### config.mk
export PLATFORM = sky130hd
export DESIGN_NAME = dimx_top
export DESIGN_NICKNAME = d
export VERILOG_FILES = /design/src/hdl/dimx_pkg.sv /design/src/hdl/dimx_pwr_seq.sv /design/src/hdl/dimx_los_det.sv /design/src/hdl/dimx_top.sv
export VERILOG_INCLUDE_DIRS = /design/src /design/src/hdl
export SDC_FILE = /design/constraint.sdc
export NUM_CORES = 1
export LEC_CHECK = 0
export ABC_CLOCK_PERIOD_IN_PS = 1900
export BUFFER_PORTS_ARGS = -buffer_cell sky130_fd_sc_hd__buf_2
export CAP_MARGIN = 0
export CORE_AREA = 2 2 68 70
export DETAILED_ROUTE_END_ITERATION = 7
export DIE_AREA = 0 0 70 72
export PLACE_DENSITY = 0.76
export SLEW_MARGIN = 20
export SYNTH_ARGS = -nofsm -noshare
export SYNTH_HDL_FRONTEND = slang
export SYNTH_SLANG_ARGS = --single-unit
### constraint.sdc
create_clock -name sys_clk -period 1.9 [get_ports sys_clk]
set_clock_uncertainty 0.05 [all_clocks]
set_input_delay 0.285 -clock sys_clk [delete_from_list [all_inputs] [get_ports sys_clk]]
set_output_delay 0.285 -clock sys_clk [all_outputs]
set_load 0.03 [all_outputs]
### src/hdl/dimx_map.svh
`ifndef DIMX_MAP_SVH
`define DIMX_MAP_SVH
// ==========================================================================
// register offsets (byte addresses on the plain register port)
`define DIMX_OFS_STATUS     8'h00
`define DIMX_OFS_IRQ_EN     8'h04
`define DIMX_OFS_IRQ_CLR    8'h08
`define DIMX_OFS_CTRL       8'h0c
`define DIMX_OFS_STATE      8'h10
// ==========================================================================
// event bit positions, shared by status, enable and clear
`define DIMX_EV_PWR_GOOD    0
`define DIMX_EV_PWR_DOWN    1
`define DIMX_EV_LOSS_SET    2
`define DIMX_EV_LOSS_CLR    3
`define DIMX_EV_WIDTH       4
// ==========================================================================
// control fields
`define DIMX_CTRL_FORCE_OFF 0
`define DIMX_CTRL_RESET     8'h00
`define DIMX_IRQ_EN_RESET   4'h0
// ==========================================================================
// timing: loss window as a time, then as whole clock cycles (rounded up)
`define DIMX_CLK_PERIOD_NS  20
`define DIMX_LOS_WINDOW_NS  200
`define DIMX_LOS_WINDOW_CYC ((`DIMX_LOS_WINDOW_NS + `DIMX_CLK_PERIOD_NS - 1) / `DIMX_CLK_PERIOD_NS)
`endif

### src/hdl/dimx_pkg.sv
// ==========================================================================
// shared types of the clock mux control block
package dimx_pkg;
  // power sequencing states
  typedef enum logic [1:0] {
    PWR_WAIT_GOOD,
    PWR_RUN,
    PWR_DOWN
  } dimx_pwr_state_t;
  // decoded routing of the two reference inputs onto the banks
  typedef enum logic [1:0] {
    ROUTE_ALL_A,
    ROUTE_SPLIT,
    ROUTE_ALL_B
  } dimx_route_t;
endpackage : dimx_pkg

### src/hdl/dimx_pwr_seq.sv
`timescale 1ns/100ps
// ==========================================================================
// power-good / power-down sequencer
module dimx_pwr_seq
  import dimx_pkg::*;
(
  input  wire logic            sys_clk,
  input  wire logic            rst_b,
  input  wire logic            power_good_powerdown_n,
  output dimx_pwr_state_t      pwr_state,
  output logic                 good_pulse,
  output logic                 down_pulse
);
  dimx_pwr_state_t state_reg;   // current phase
  dimx_pwr_state_t state_next;  // phase after this edge
  logic            level_reg;   // pin level one cycle ago

  // next phase: first rise starts up, later levels steer power-down
  always_comb begin
    state_next = state_reg;
    case (state_reg)
      PWR_WAIT_GOOD: if (power_good_powerdown_n && !level_reg) state_next = PWR_RUN;  // [RQ5]
      PWR_RUN:       if (!power_good_powerdown_n) state_next = PWR_DOWN;              // [RQ6]
      PWR_DOWN:      if (power_good_powerdown_n) state_next = PWR_RUN;                // [RQ6]
      default:       state_next = PWR_WAIT_GOOD;
    endcase
  end

  // level starts low so a pin tied high still counts as the first rise
  always_ff @(posedge sys_clk) begin
    if (!rst_b) begin
      state_reg <= PWR_WAIT_GOOD;
      level_reg <= 1'b0;
    end else begin
      state_reg <= state_next;
      level_reg <= power_good_powerdown_n;
    end
  end

  assign pwr_state  = state_reg;
  assign good_pulse = (state_reg == PWR_WAIT_GOOD) && (state_next == PWR_RUN);
  assign down_pulse = (state_reg == PWR_RUN) && (state_next == PWR_DOWN);
endmodule : dimx_pwr_seq

### src/hdl/dimx_los_det.sv
`timescale 1ns/100ps
// ==========================================================================
// activity monitor for one reference input
module dimx_los_det #(
  parameter int unsigned WINDOW = 10     // idle cycles before the input is called lost
) (
  input  wire logic sys_clk,
  input  wire logic rst_b,
  input  wire logic ref_in,
  output logic      valid
);
  localparam int unsigned CW = $clog2(WINDOW + 1);
  localparam logic [CW-1:0] WIN = CW'(WINDOW);

  logic          prev_reg;   // last sampled level
  logic [CW-1:0] idle_reg;   // cycles since the last edge, saturating
  logic          edge_seen;  // level changed this cycle

  assign edge_seen = ref_in ^ prev_reg;

  // starts saturated: an input is invalid until it has been seen to toggle
  always_ff @(posedge sys_clk) begin
    if (!rst_b) begin
      // track the pin through reset so a reference stuck high is not
      // taken for an edge at the first cycle after release
      prev_reg <= ref_in;
      idle_reg <= WIN;
    end else begin
      prev_reg <= ref_in;
      if (edge_seen) idle_reg <= '0;
      else if (idle_reg != WIN) idle_reg <= idle_reg + CW'(1);
    end
  end

  assign valid = (idle_reg != WIN);
endmodule : dimx_los_det

### src/hdl/dimx_top.sv
`timescale 1ns/100ps
// Contract
// RQ1: low enable activates output, high deactivates it
// RQ2: select low/mid/high routes A-all, split, B-all
// RQ3: strap at power-up picks select or management pins
// RQ4: controller keeps strap constant after power-up
// RQ5: first rise on power pin starts device
// RQ6: afterwards pin low means power-down, high runs
// RQ7: impedance select low 85 ohm, high 100
// RQ8: open-drain loss flag low when input invalid
// RQ9: undriven inputs fall to their default levels
// RQ10: outputs map to banks per variant
// RQ11: powered-down or not started keeps outputs inactive
`include "dimx_map.svh"

// ==========================================================================
// control logic of a two-input clock multiplexer
module dimx_top
  import dimx_pkg::*;
#(
  parameter int unsigned NUM_OUTS   = 4,                     // 4 or 2 output variant
  parameter int unsigned LOS_WINDOW = `DIMX_LOS_WINDOW_CYC   // idle cycles that mean loss
) (
  input  wire logic       sys_clk,
  input  wire logic       rst_b,
  // reference inputs, sampled as ordinary synchronous levels
  input  wire logic       ref_input_a,
  input  wire logic       ref_input_b,
  // per-output enables, active low
  input  wire logic       out0_enable_n,
  input  wire logic       out1_enable_n,
  input  wire logic       out2_enable_n,
  input  wire logic       out3_enable_n,
  // three-level select: 00 low, 01 mid, 10 high, 11 floating
  input  wire logic [1:0] input_route_select,
  input  wire logic       power_good_powerdown_n,
  input  wire logic       mgmt_port_strap,
  input  wire logic       mgmt_serial_clock,
  input  wire logic       mgmt_serial_data_i,
  output logic            mgmt_serial_data_o,
  output logic            mgmt_serial_data_oe,
  input  wire logic       output_impedance_select,
  // open-drain loss flag
  input  wire logic       input_loss_flag_n_i,
  output logic            input_loss_flag_n_o,
  output logic            input_loss_flag_n_oe,
  // routed clock outputs and their status
  output logic [3:0]      out_clk,
  output logic [3:0]      out_active,
  output logic            out_impedance_100,
  // register port
  input  wire logic [7:0] reg_addr,
  input  wire logic [7:0] reg_wdata,
  input  wire logic       reg_wr,
  input  wire logic       reg_rd,
  output logic [7:0]      reg_rdata,
  output logic            irq
);

  // ========================================================================
  // helper functions

  // decode the three-level pin; the floating code lands on mid
  function automatic dimx_route_t route_decode(input logic [1:0] lvl);
    case (lvl)
      2'h0:    route_decode = ROUTE_ALL_A;   // [RQ2]
      2'h1:    route_decode = ROUTE_SPLIT;   // [RQ2]
      2'h2:    route_decode = ROUTE_ALL_B;   // [RQ2]
      default: route_decode = ROUTE_SPLIT;   // [RQ9]
    endcase
  endfunction : route_decode

  // bank of an output index; the two-output variant keeps only 1 and 2
  function automatic logic bank_of(input int unsigned idx);
    bank_of = (idx >= 2);   // [RQ10]
  endfunction : bank_of

  // whether an output index exists in this variant
  function automatic logic present(input int unsigned idx, input int unsigned outs);
    if (outs == 2) present = (idx == 1) || (idx == 2);   // [RQ10]
    else present = 1'b1;
  endfunction : present

  // ========================================================================
  // power-up strap capture

  logic strap_reg;       // latched management-port strap
  logic strap_done_reg;  // strap has been taken since reset

  // caught once on the first edge after reset release, then held; the
  // pin is ignored later because the board must keep it steady
  always_ff @(posedge sys_clk) begin
    if (!rst_b) begin
      strap_reg      <= 1'b0;
      strap_done_reg <= 1'b0;
    end else if (!strap_done_reg) begin
      strap_reg      <= mgmt_port_strap;   // [RQ3] [RQ4]
      strap_done_reg <= 1'b1;
    end
  end

  // the strap decides what the shared pins mean
  wire mgmt_mode = strap_reg;

  // in management mode the shared pins carry no select or enable,
  // so both fall back to their pulled defaults
  wire [1:0] sel_level = mgmt_mode ? 2'h3 : input_route_select;     // [RQ3] [RQ9]
  wire       en3_n     = mgmt_mode ? 1'b1 : out3_enable_n;          // [RQ3] [RQ9]

  // management register map is not built; the data line stays released
  assign mgmt_serial_data_o  = 1'b0;
  assign mgmt_serial_data_oe = 1'b0;

  // ========================================================================
  // power sequencing

  dimx_pwr_state_t pwr_state;   // sequencer phase
  logic            good_pulse;  // first start-up seen this cycle
  logic            down_pulse;  // power-down entered this cycle

  dimx_pwr_seq u_pwr_seq (
    .sys_clk                (sys_clk),
    .rst_b                  (rst_b),
    .power_good_powerdown_n (power_good_powerdown_n),
    .pwr_state              (pwr_state),
    .good_pulse             (good_pulse),
    .down_pulse             (down_pulse)
  );

  // outputs may only run in normal operation
  wire running = (pwr_state == PWR_RUN);   // [RQ11]

  // ========================================================================
  // loss-of-signal monitors, one per reference input

  logic [1:0] ref_vec;    // both references as a vector
  logic [1:0] ref_valid;  // activity seen within the window

  assign ref_vec = {ref_input_b, ref_input_a};

  genvar gi;
  generate
    for (gi = 0; gi < 2; gi++) begin : g_los
      dimx_los_det #(
        .WINDOW (LOS_WINDOW)
      ) u_los (
        .sys_clk (sys_clk),
        .rst_b   (rst_b),
        .ref_in  (ref_vec[gi]),
        .valid   (ref_valid[gi])
      );
    end
  endgenerate

  // ========================================================================
  // routing decode

  dimx_route_t route;   // current routing choice
  assign route = route_decode(sel_level);

  // source of each bank: 0 selects input A, 1 selects input B
  wire bank0_src = (route == ROUTE_ALL_B);
  wire bank1_src = (route != ROUTE_ALL_A);

  // an input counts only if some bank takes its clock
  wire a_used = (route != ROUTE_ALL_B);
  wire b_used = (route != ROUTE_ALL_A);

  // loss is any input in use without activity
  wire loss_now = (a_used && !ref_valid[0]) || (b_used && !ref_valid[1]);

  // ========================================================================
  // control register fields

  logic [7:0]              ctrl_reg;    // software control
  logic [`DIMX_EV_WIDTH-1:0] irq_en_reg;  // interrupt enables
  logic [`DIMX_EV_WIDTH-1:0] status_reg;  // sticky events
  logic [`DIMX_EV_WIDTH-1:0] status_next; // sticky events after this edge

  // software may hold every output off without touching the pins
  wire force_off = ctrl_reg[`DIMX_CTRL_FORCE_OFF];

  // ========================================================================
  // per-output enable and clock generation

  logic [3:0] en_n_vec;       // active-low enables as a vector
  logic [3:0] active_vec;     // output may toggle this cycle
  logic [3:0] out_clk_reg;    // registered routed clocks
  logic [3:0] out_active_reg; // registered active flags

  assign en_n_vec = {en3_n, out2_enable_n, out1_enable_n, out0_enable_n};

  generate
    for (gi = 0; gi < 4; gi++) begin : g_out
      // source of this output follows the bank it belongs to
      wire src = bank_of(gi) ? bank1_src : bank0_src;   // [RQ2] [RQ10]
      wire ref_sel = src ? ref_input_b : ref_input_a;

      // low enable activates; sequencer and control may veto it
      assign active_vec[gi] = present(gi, NUM_OUTS) && !en_n_vec[gi]   // [RQ1]
                              && running && !force_off;                // [RQ11]

      // an inactive output parks low instead of toggling
      always_ff @(posedge sys_clk) begin
        if (!rst_b) begin
          out_clk_reg[gi]    <= 1'b0;
          out_active_reg[gi] <= 1'b0;
        end else begin
          out_clk_reg[gi]    <= active_vec[gi] & ref_sel;   // [RQ1] [RQ11]
          out_active_reg[gi] <= active_vec[gi];
        end
      end
    end
  endgenerate

  assign out_clk    = out_clk_reg;
  assign out_active = out_active_reg;

  // ========================================================================
  // impedance select and loss flag, registered

  logic imp_reg;   // 1 = 100 ohm, 0 = 85 ohm
  logic loss_reg;  // loss seen, drives the flag low

  // the impedance pin defaults low, so 85 ohm after reset
  always_ff @(posedge sys_clk) begin
    if (!rst_b) begin
      imp_reg  <= 1'b0;   // [RQ9]
      loss_reg <= 1'b1;
    end else begin
      imp_reg  <= output_impedance_select;   // [RQ7]
      loss_reg <= loss_now;                  // [RQ8]
    end
  end

  assign out_impedance_100 = imp_reg;

  // open drain: pull low on loss, release otherwise; the board pulls it up
  assign input_loss_flag_n_o  = 1'b0;       // [RQ8]
  assign input_loss_flag_n_oe = loss_reg;   // [RQ8]

  // ========================================================================
  // event detection

  logic loss_prev_reg;  // loss state one cycle ago

  always_ff @(posedge sys_clk) begin
    if (!rst_b) loss_prev_reg <= 1'b1;
    else loss_prev_reg <= loss_reg;
  end

  logic [`DIMX_EV_WIDTH-1:0] events;  // one-cycle event pulses
  assign events[`DIMX_EV_PWR_GOOD] = good_pulse;
  assign events[`DIMX_EV_PWR_DOWN] = down_pulse;
  assign events[`DIMX_EV_LOSS_SET] = loss_reg && !loss_prev_reg;
  assign events[`DIMX_EV_LOSS_CLR] = !loss_reg && loss_prev_reg;

  // ========================================================================
  // register port decode

  wire hit_status = (reg_addr == `DIMX_OFS_STATUS);
  wire hit_irq_en = (reg_addr == `DIMX_OFS_IRQ_EN);
  wire hit_clr    = (reg_addr == `DIMX_OFS_IRQ_CLR);
  wire hit_ctrl   = (reg_addr == `DIMX_OFS_CTRL);
  wire hit_state  = (reg_addr == `DIMX_OFS_STATE);

  wire wr_irq_en = reg_wr && hit_irq_en;
  wire wr_clr    = reg_wr && hit_clr;
  wire wr_ctrl   = reg_wr && hit_ctrl;

  // clear mask from a write to the clear register
  wire [`DIMX_EV_WIDTH-1:0] clr_mask = wr_clr ? reg_wdata[`DIMX_EV_WIDTH-1:0]
                                              : {`DIMX_EV_WIDTH{1'b0}};

  // a new event beats a clear landing in the same cycle, so none is lost
  assign status_next = (status_reg & ~clr_mask) | events;

  // ========================================================================
  // writable and sticky registers

  always_ff @(posedge sys_clk) begin
    if (!rst_b) begin
      status_reg <= {`DIMX_EV_WIDTH{1'b0}};
      irq_en_reg <= `DIMX_IRQ_EN_RESET;
      ctrl_reg   <= `DIMX_CTRL_RESET;
    end else begin
      status_reg <= status_next;
      if (wr_irq_en) irq_en_reg <= reg_wdata[`DIMX_EV_WIDTH-1:0];
      if (wr_ctrl) ctrl_reg <= reg_wdata;
    end
  end

  // ========================================================================
  // read path

  // live state: strap, phase, route, loss, pin readback, impedance
  wire [7:0] state_word = {imp_reg,
                           input_loss_flag_n_i,
                           loss_reg,
                           route,
                           pwr_state,
                           mgmt_mode};

  // unmapped and write-only addresses read as zero
  wire [7:0] rd_mux = hit_status ? {4'h0, status_reg} :
                      hit_irq_en ? {4'h0, irq_en_reg} :
                      hit_ctrl   ? ctrl_reg :
                      hit_state  ? state_word :
                                   8'h00;

  logic [7:0] rdata_reg;  // read answer, valid one cycle after the strobe

  // data stands only in the cycle after the strobe, zero otherwise
  always_ff @(posedge sys_clk) begin
    if (!rst_b) rdata_reg <= 8'h00;
    else rdata_reg <= reg_rd ? rd_mux : 8'h00;
  end

  assign reg_rdata = rdata_reg;

  // ========================================================================
  // interrupt output

  logic irq_reg;  // level, high while any enabled event is pending

  always_ff @(posedge sys_clk) begin
    if (!rst_b) irq_reg <= 1'b0;
    else irq_reg <= |(status_next & irq_en_reg);
  end

  assign irq = irq_reg;

  // management clock has no consumer while the serial map is absent;
  // folding it here keeps the port documented without a floating load
  wire mgmt_unused = mgmt_serial_clock ^ mgmt_serial_data_i;

endmodule : dimx_top

==> impl_metrics.py, run 1 <==
metrics = {
    "setup_path": {
        "criticalPathCategory": "in2reg",
        "setup.worst_path.start": "reg_addr[5]",
        "cp.arrival_ns": 1.76,
        "rr_worst_depth": 5,
        "r2r-start": "mgmt_mode$_SDFFE_PN0N_",
        "critPathMaxFanout": 5,
        "critical_path.cell_chain": "buf_2, or4_4, nor4_4, buf_4, a21oi_1, o21ai_0, o221ai_2",
        "reg2reg_to": "reg_rdata[3]$_SDFF_PN0_",
        "critical_path.max_stage_delay_ns": 0.57,
        "kind_of_start_point_of_the_critical_path": "input port",
        "critPathCapture": "irq$_SDFF_PN0_",
        "timing.reg2reg.setup_slack_ns": 0.57,
        "timing.critical_path.slowest_stage_cell": "sky130_fd_sc_hd__or4_4",
        "kind_of_end_point_of_the_critical_path": "flop",
        "cp.required_ns": 2.04,
    },
    "min_path": {
        "holdCritStartpoint": "ref_input_a",
        "hold-path-cell-count": 1,
        "holdCritPathClass": "in2reg",
    },
    "finish": {
        "mostFrequentLayoutCell": "sky130_fd_sc_hd__dfxtp_1",
        "layout-drive-gt1-share_pct": 26.6,
        "area.sequential_sq_mm": 0.00102,
        "finish.instance_area_sq_mm": 0.00253,
        "layout_common_cells": "sky130_fd_sc_hd__dfxtp_1, sky130_fd_sc_hd__buf_2, sky130_fd_sc_hd__nand2_1",
        "final_nets": 315,
        "flow.area_growth_from_synthesis_pct": 20.1,
        "antenna_cells": 0,
        "layout.filler_cells": 396,
        "multiInputGateArea_sq_mm": 0.00103,
    },
    "timing": {
        "fin_crit_ns": 1.62,
        "finalHoldViolations": 0,
        "grt_setup_unrepaired": "no",
        "final-setup-viol-count": 0,
        "timing.final.max_slew_violations": 0,
        "final.hold.worst_slack_ns": 0.0690,
        "fin_crit_sh_pct": 85.3,
        "postLayoutSetupSlackWorst_ns": 0.279,
        "final.setup.tns_ns": 0,
        "max_freq_ghz": 0.617,
    },
    "cts": {
        "clock_insertion_delay_worst_skew_ns": 0.31,
        "ctsRootBufferMaster": "sky130_fd_sc_hd__clkbuf_8",
        "cts_sinks": 51,
        "hold_buffers": 0,
        "cts_inserted_buffers": 5,
        "post_cts_buffers": 0,
        "tritoncts": "done",
        "clock_tree.buffer_depth": 2,
        "worst_setup_hold_path_clk_slew_ns": 0.10,
        "h-tree-depth": 2,
        "post_cts.resized_instances": 0,
    },
    "detailed_routing": {
        "detail_route.vias_per_cell": 5.14,
        "wire_per_inst_um": 12.6,
        "routed_wirelength_mm": 4.20,
        "postRouteAntennaNets": 0,
        "detail_route.drc_violations": 0,
        "first_iter_violations": 108,
        "detailroute.via_count": 1717,
        "drt_first_pass_iters": 4,
    },
    "outcome": {
        "outcome": "finished, final reports clean",
    },
    "pwr": {
        "cell_internal_pwr_mw": 1.48,
        "share_of_power_burned_in_the_clock_network_pct": 32.4,
        "powerDensity_mw_per_mm2": 801,
        "power.combinational.fraction_pct": 11.1,
        "vdd.ir_drop.worst_uv": 592,
        "register_share_of_total_power_pct": 56.5,
        "leakage_nw": 1.09,
        "post-layout-total-power_mw": 2.03,
        "netSwitchingFraction_pct": 27.0,
        "p_sw_uw": 549,
    },
    "grt": {
        "antenna_found_initial": 0,
        "grt_usage_pct": 17.0,
        "grt_pass1_vias": 1594,
        "grt_max_degree": 20,
        "grt_first_pass_wirelength_mm": 6.90,
        "residual_overflow_from_global_routing": 0,
    },
    "place": {
        "detailedPlacementHpwl_mm": 3.21,
        "placement.cell_area_sq_mm": 0.00243,
        "number_of_port_buffers": 50,
        "finalWeightedCongestion": 0.751,
        "place_ws_ns": -0.0668,
    },
    "floorplan": {
        "die_w_um": 70,
        "fp-row-count": 24,
        "ioPinCount": 56,
        "placeableCoreArea_sq_mm": 0.00426,
        "die_area_sq_mm": 0.00504,
        "die_height_um": 72,
        "initial_utilization_pct": 49.4,
    },
    "run": {
        "max_cap_violations": 0,
    },
    "yosys": {
        "post_synth.cell_area_avg_sq_um": 9.37,
        "synth_sequential_area_ratio_pct": 48.4,
        "synth_cells": 225,
        "syn-cell-area_sq_mm": 0.00211,
        "ys_ff_latch": 51,
        "yosysWarnings": 0,
        "synth_cell_type_count": 42,
    },
}
==> cells by family after synthesis <==
group                     after synthesis  share of synthesized area, %
AOI/OAI and AO/OA                      40                          12.0
xor gates and xnor gates                9                          3.74
buffers and inverters                  14                          3.09
DFF                                    51                          48.4
muxes                                  11                          5.22
other                                   1                         0.178
and+or+nand+nor                        99                          27.4
==> how the worst min path moves through the flow <==
stage	slack, ns	end
floorplan	0.26	g_los[0].u_los.prev_reg$_DFF_P_
global placement	0.37	u_pwr_seq.pwr_state[0]$_SDFF_PN0_
detailed placement	0.37	u_pwr_seq.pwr_state[0]$_SDFF_PN0_
CTS	0.07	g_los[0].u_los.prev_reg$_DFF_P_
global route	0.06	g_los[1].u_los.prev_reg$_DFF_P_
finish	0.07	g_los[0].u_los.prev_reg$_DFF_P_
==> worst max-delay path, delay by kind of cell <==
kind                   cells  cell delay [ns]
buffers and inverters      2             0.28
AO/OA/AOI/OAI              3             0.41
AND/OR/NAND/NOR            2             0.80
==> power by group through the flow <==
| stage | clock, mW | combinational [mW] | sequential (mW) |
|---|---|---|---|
| 2_1_floorplan | 0 | 0.137 | 1.18 |
| 3_3_place_gp | 0 | 0.220 | 1.17 |
| 3_5_place_dp | 0 | 0.225 | 1.17 |
| 4_1_cts | 0.673 | 0.227 | 1.15 |
| 5_1_grt | 0.715 | 0.249 | 1.15 |
| 6_report | 0.658 | 0.225 | 1.15 |
==> Yosys cell counts <==
master / instances / area [sq um]
sky130_fd_sc_hd__nor4bb_1: 2 / 20.0
sky130_fd_sc_hd__nor4_2: 1 / 12.5
sky130_fd_sc_hd__nor2_4: 1 / 11.3
sky130_fd_sc_hd__nand4_4: 1 / 21.3
sky130_fd_sc_hd__o21ai_0: 16 / 80.1
sky130_fd_sc_hd__xnor2_1: 3 / 26.3
sky130_fd_sc_hd__a32oi_1: 1 / 8.76
sky130_fd_sc_hd__a211oi_1: 1 / 7.51
sky130_fd_sc_hd__dfxtp_1: 51 / 1020
sky130_fd_sc_hd__a22oi_1: 3 / 22.5
sky130_fd_sc_hd__o21bai_1: 2 / 15.0
sky130_fd_sc_hd__conb_1: 1 / 3.75
sky130_fd_sc_hd__clkbuf_1: 6 / 22.5
sky130_fd_sc_hd__nand4b_1: 1 / 8.76
sky130_fd_sc_hd__o22ai_1: 1 / 6.26
sky130_fd_sc_hd__xor2_1: 6 / 52.6
sky130_fd_sc_hd__o221ai_2: 1 / 15.0
sky130_fd_sc_hd__nor3_1: 7 / 35.0
sky130_fd_sc_hd__buf_4: 3 / 22.5
sky130_fd_sc_hd__and3_1: 1 / 6.26
sky130_fd_sc_hd__and2_1: 2 / 12.5
sky130_fd_sc_hd__a21oi_1: 10 / 50.1
sky130_fd_sc_hd__or4_1: 1 / 7.51
sky130_fd_sc_hd__nor2b_1: 21 / 131
sky130_fd_sc_hd__a32oi_2: 1 / 16.3
sky130_fd_sc_hd__mux2i_1: 11 / 110
sky130_fd_sc_hd__buf_2: 1 / 5.00
sky130_fd_sc_hd__nand3b_1: 1 / 7.51
sky130_fd_sc_hd__nand2_1: 32 / 120
sky130_fd_sc_hd__or2_1: 1 / 6.26
sky130_fd_sc_hd__nor2_1: 12 / 45.0
sky130_fd_sc_hd__nor3b_1: 2 / 15.0
sky130_fd_sc_hd__nor4_4: 2 / 42.5
sky130_fd_sc_hd__nand3_1: 6 / 30.0
sky130_fd_sc_hd__or2_4: 1 / 8.76
sky130_fd_sc_hd__or3_1: 1 / 6.26
sky130_fd_sc_hd__nand4bb_1: 1 / 11.3
sky130_fd_sc_hd__inv_1: 4 / 15.0
sky130_fd_sc_hd__a21oi_2: 1 / 8.76
sky130_fd_sc_hd__nand2b_1: 1 / 6.26
sky130_fd_sc_hd__or4_4: 1 / 11.3
sky130_fd_sc_hd__o211ai_1: 3 / 22.5
==> per-stage QoR <==
step | cells | util (%)
after detailed placement | 326 | 57.1
after global placement | 326 | 57.1
after global routing | 334 | 59.4
after floorplan | 227 | -
after CTS | 334 | 59.4
final | 334 | 59.4
==> metal layers <==
| layer | share of wire (%) | vias to the layer above | GRT usage (%) |
|---|---|---|---|
| met3 | 7.0 | 4 | 6.53 |
| met1 | 45 | 781 | 20.4 |
| li1 | - | 879 | - |
| met5 | 0 | - | 0 |
| met4 | 0.88 | 0 | 4.70 |
| met2 | 47 | 53 | 28.9 |
==> final cells by class <==
class | count | share of cell area, %
inverters | 4 | 0.593
multi-input cells | 162 | 40.7
repair buffers | 57 | 12.0
flip-flops and latches | 51 | 40.3
clock buffers | 5 | 2.72
well taps | 52 | 2.57
clock inverters | 3 | 1.14
No activity file was read; power rests on OpenSTA's default activity.
==> inputs of run 2 (changes only) <==
--- a/config.mk
+++ b/config.mk
@@ -10,6 +10,7 @@
 export BUFFER_PORTS_ARGS = -buffer_cell sky130_fd_sc_hd__buf_2
 export CAP_MARGIN = 0
 export CORE_AREA = 2 2 68 70
+export CTS_BUF_LIST = sky130_fd_sc_hd__clkbuf_16
 export DETAILED_ROUTE_END_ITERATION = 7
 export DIE_AREA = 0 0 70 72
 export PLACE_DENSITY = 0.76
==> impl_metrics.py, run 2 (synthesis gave the netlist of run 1 again) <==
metrics = {
    "detailed_routing": {
        "met2WireLength_mm": 2.05,
        "detail_route.vias_per_cell": 5.28,
        "routed_wirelength_mm": 4.25,
        "detail_route.drc_violations": 0,
        "met3WireLength_um": 324,
        "drt-met1-wl_mm": 1.81,
        "detailroute.via_count": 1762,
        "topRoutingLayerUsed": "met4",
        "postRouteAntennaNets": 0,
        "drt_first_pass_iters": 4,
        "first_iter_violations": 122,
        "wire_per_inst_um": 12.7,
    },
    "timing": {
        "max_freq_ghz": 0.606,
        "final-setup-viol-count": 0,
        "fin_crit_sh_pct": 86.9,
        "final.hold.worst_slack_ns": 0.0925,
        "finalHoldViolations": 0,
        "grt_setup_unrepaired": "no",
        "timing.final.max_slew_violations": 0,
        "fin_crit_ns": 1.65,
    },
    "pwr": {
        "leakage_nw": 1.12,
        "post-layout-total-power_mw": 2.29,
        "powerDensity_mw_per_mm2": 884,
        "vdd.ir_drop.worst_uv": 493,
    },
    "floorplan": {
        "initial_utilization_pct": 49.4,
        "die_height_um": 72,
        "die_area_sq_mm": 0.00504,
        "ioPinCount": 56,
        "placeableCoreArea_sq_mm": 0.00426,
        "die_w_um": 70,
        "fp-row-count": 24,
    },
    "grt": {
        "grt_usage_pct": 17.5,
        "residual_overflow_from_global_routing": 0,
        "grt_max_degree": 20,
        "grt_first_pass_wirelength_mm": 7.03,
        "antenna_found_initial": 0,
        "grt_pass1_vias": 1591,
    },
    "setup_path": {
        "criticalPathCategory": "in2reg",
        "timing.reg2reg.setup_slack_ns": 0.54,
        "cp.required_ns": 2.02,
        "worstPathBufferInverterCount": 2,
        "critical_path.max_stage_delay_ns": 0.57,
        "reg2reg_to": "reg_rdata[3]$_SDFF_PN0_",
        "cp.depth": 7,
        "setup.worst_path.start": "reg_addr[5]",
        "critical_path.cell_chain": "buf_2, or4_4, nor4_4, buf_4, a21oi_1, o21ai_0, o221ai_2",
        "critPathMaxFanout": 5,
        "kind_of_start_point_of_the_critical_path": "input port",
        "cp.arrival_ns": 1.77,
        "timing.critical_path.slowest_stage_cell": "sky130_fd_sc_hd__or4_4",
        "kind_of_end_point_of_the_critical_path": "flop",
        "crit_family": "simple AND/OR/NAND/NOR gates",
        "critPathCapture": "irq$_SDFF_PN0_",
        "r2r-start": "mgmt_mode$_SDFFE_PN0N_",
        "rr_worst_depth": 5,
    },
    "place": {
        "placement.cell_area_sq_mm": 0.00243,
        "finalWeightedCongestion": 0.751,
        "detailedPlacementHpwl_mm": 3.21,
        "number_of_port_buffers": 50,
    },
    "cts": {
        "h-tree-depth": 2,
        "post_cts_buffers": 0,
        "clock_insertion_delay_worst_skew_ns": 0.29,
        "cts_inserted_buffers": 5,
        "worst_setup_hold_path_clk_slew_ns": 0.07,
        "ctsRootBufferMaster": "sky130_fd_sc_hd__clkbuf_16",
        "hold_buffers": 0,
        "clock_tree.buffer_depth": 2,
        "tritoncts": "done",
        "cts_sinks": 51,
        "post_cts.resized_instances": 0,
    },
    "run": {
        "max_cap_violations": 0,
    },
    "finish": {
        "finish.instance_area_sq_mm": 0.00259,
        "final_nets": 315,
        "layout-drive-gt1-share_pct": 26.6,
        "layout_common_cells": "sky130_fd_sc_hd__dfxtp_1, sky130_fd_sc_hd__buf_2, sky130_fd_sc_hd__nand2_1",
        "flow.area_growth_from_synthesis_pct": 22.7,
        "mostFrequentLayoutCell": "sky130_fd_sc_hd__dfxtp_1",
        "antenna_cells": 0,
    },
    "outcome": {
        "outcome": "finished, final reports clean",
    },
    "min_path": {
        "holdCritPathClass": "in2reg",
    },
}
==> run 2: cell counts in the layout (fill, tap and decap cells not counted) <==
Identical to the previous run, type by type.
==> run 2: metrics by stage <==
stage	worst slack [ns]	cells	utilization [%]	setup TNS, ns
2_1_floorplan	0.197	227	-	0
3_3_place_gp	-0.0565	326	57.1	-0.0565
3_5_place_dp	-0.0668	326	57.1	-0.0668
4_1_cts	0.238	334	60.7	0
5_1_grt	0.209	334	60.7	0
6_report	0.249	334	60.7	0
==> run 2: how the worst min path moves through the flow <==
stage | start | endpoint | cells past startpoint
after floorplan | ref_input_a | g_los[0].u_los.prev_reg$_DFF_P_ | 0
after global placement | u_pwr_seq.level_reg$_SDFF_PN0_ | u_pwr_seq.pwr_state[0]$_SDFF_PN0_ | 1
after detailed placement | u_pwr_seq.level_reg$_SDFF_PN0_ | u_pwr_seq.pwr_state[0]$_SDFF_PN0_ | 1
after CTS | ref_input_a | g_los[0].u_los.prev_reg$_DFF_P_ | 1
after global routing | ref_input_b | g_los[1].u_los.prev_reg$_DFF_P_ | 1
final | ref_input_a | g_los[0].u_los.prev_reg$_DFF_P_ | 1
==> run 2: worst register-to-register path: cells and delay by family (launching register included) <==
| kind | cells | cell delay (ns) |
|---|---|---|
| flip-flops | 1 | 0.46 |
| AND/OR/NAND/NOR | 2 | 0.45 |
| AO/OA/AOI/OAI | 3 | 0.33 |
==> run 2: cell type report <==
| class | count | area (sq um) |
|---|---|---|
| fill | 382 | 1680 |
| multi-input combinational | 162 | 1030 |
| sequential | 51 | 1020 |
| timing repair buffer | 57 | 303 |
| clock buffer | 5 | 125 |
| tap | 52 | 65.1 |
| clock inverter | 3 | 28.8 |
| inverter | 4 | 15.0 |
==> run 2: where the power goes <==
group	total (mW)	switching [mW]	internal, mW
clock	0.914	0.412	0.502
combinational	0.226	0.128	0.0975
sequential	1.15	0.0366	1.11
total	2.29	0.577	1.71
==> run 2: metal layers <==
| metal | GRT usage [%] | vias to the layer above |
|---|---|---|
| li1 | - | 884 |
| met1 | 20.6 | 809 |
| met2 | 30.2 | 60 |
| met5 | 0 | - |
| met4 | 5.77 | 0 |
| met3 | 6.11 | 9 |
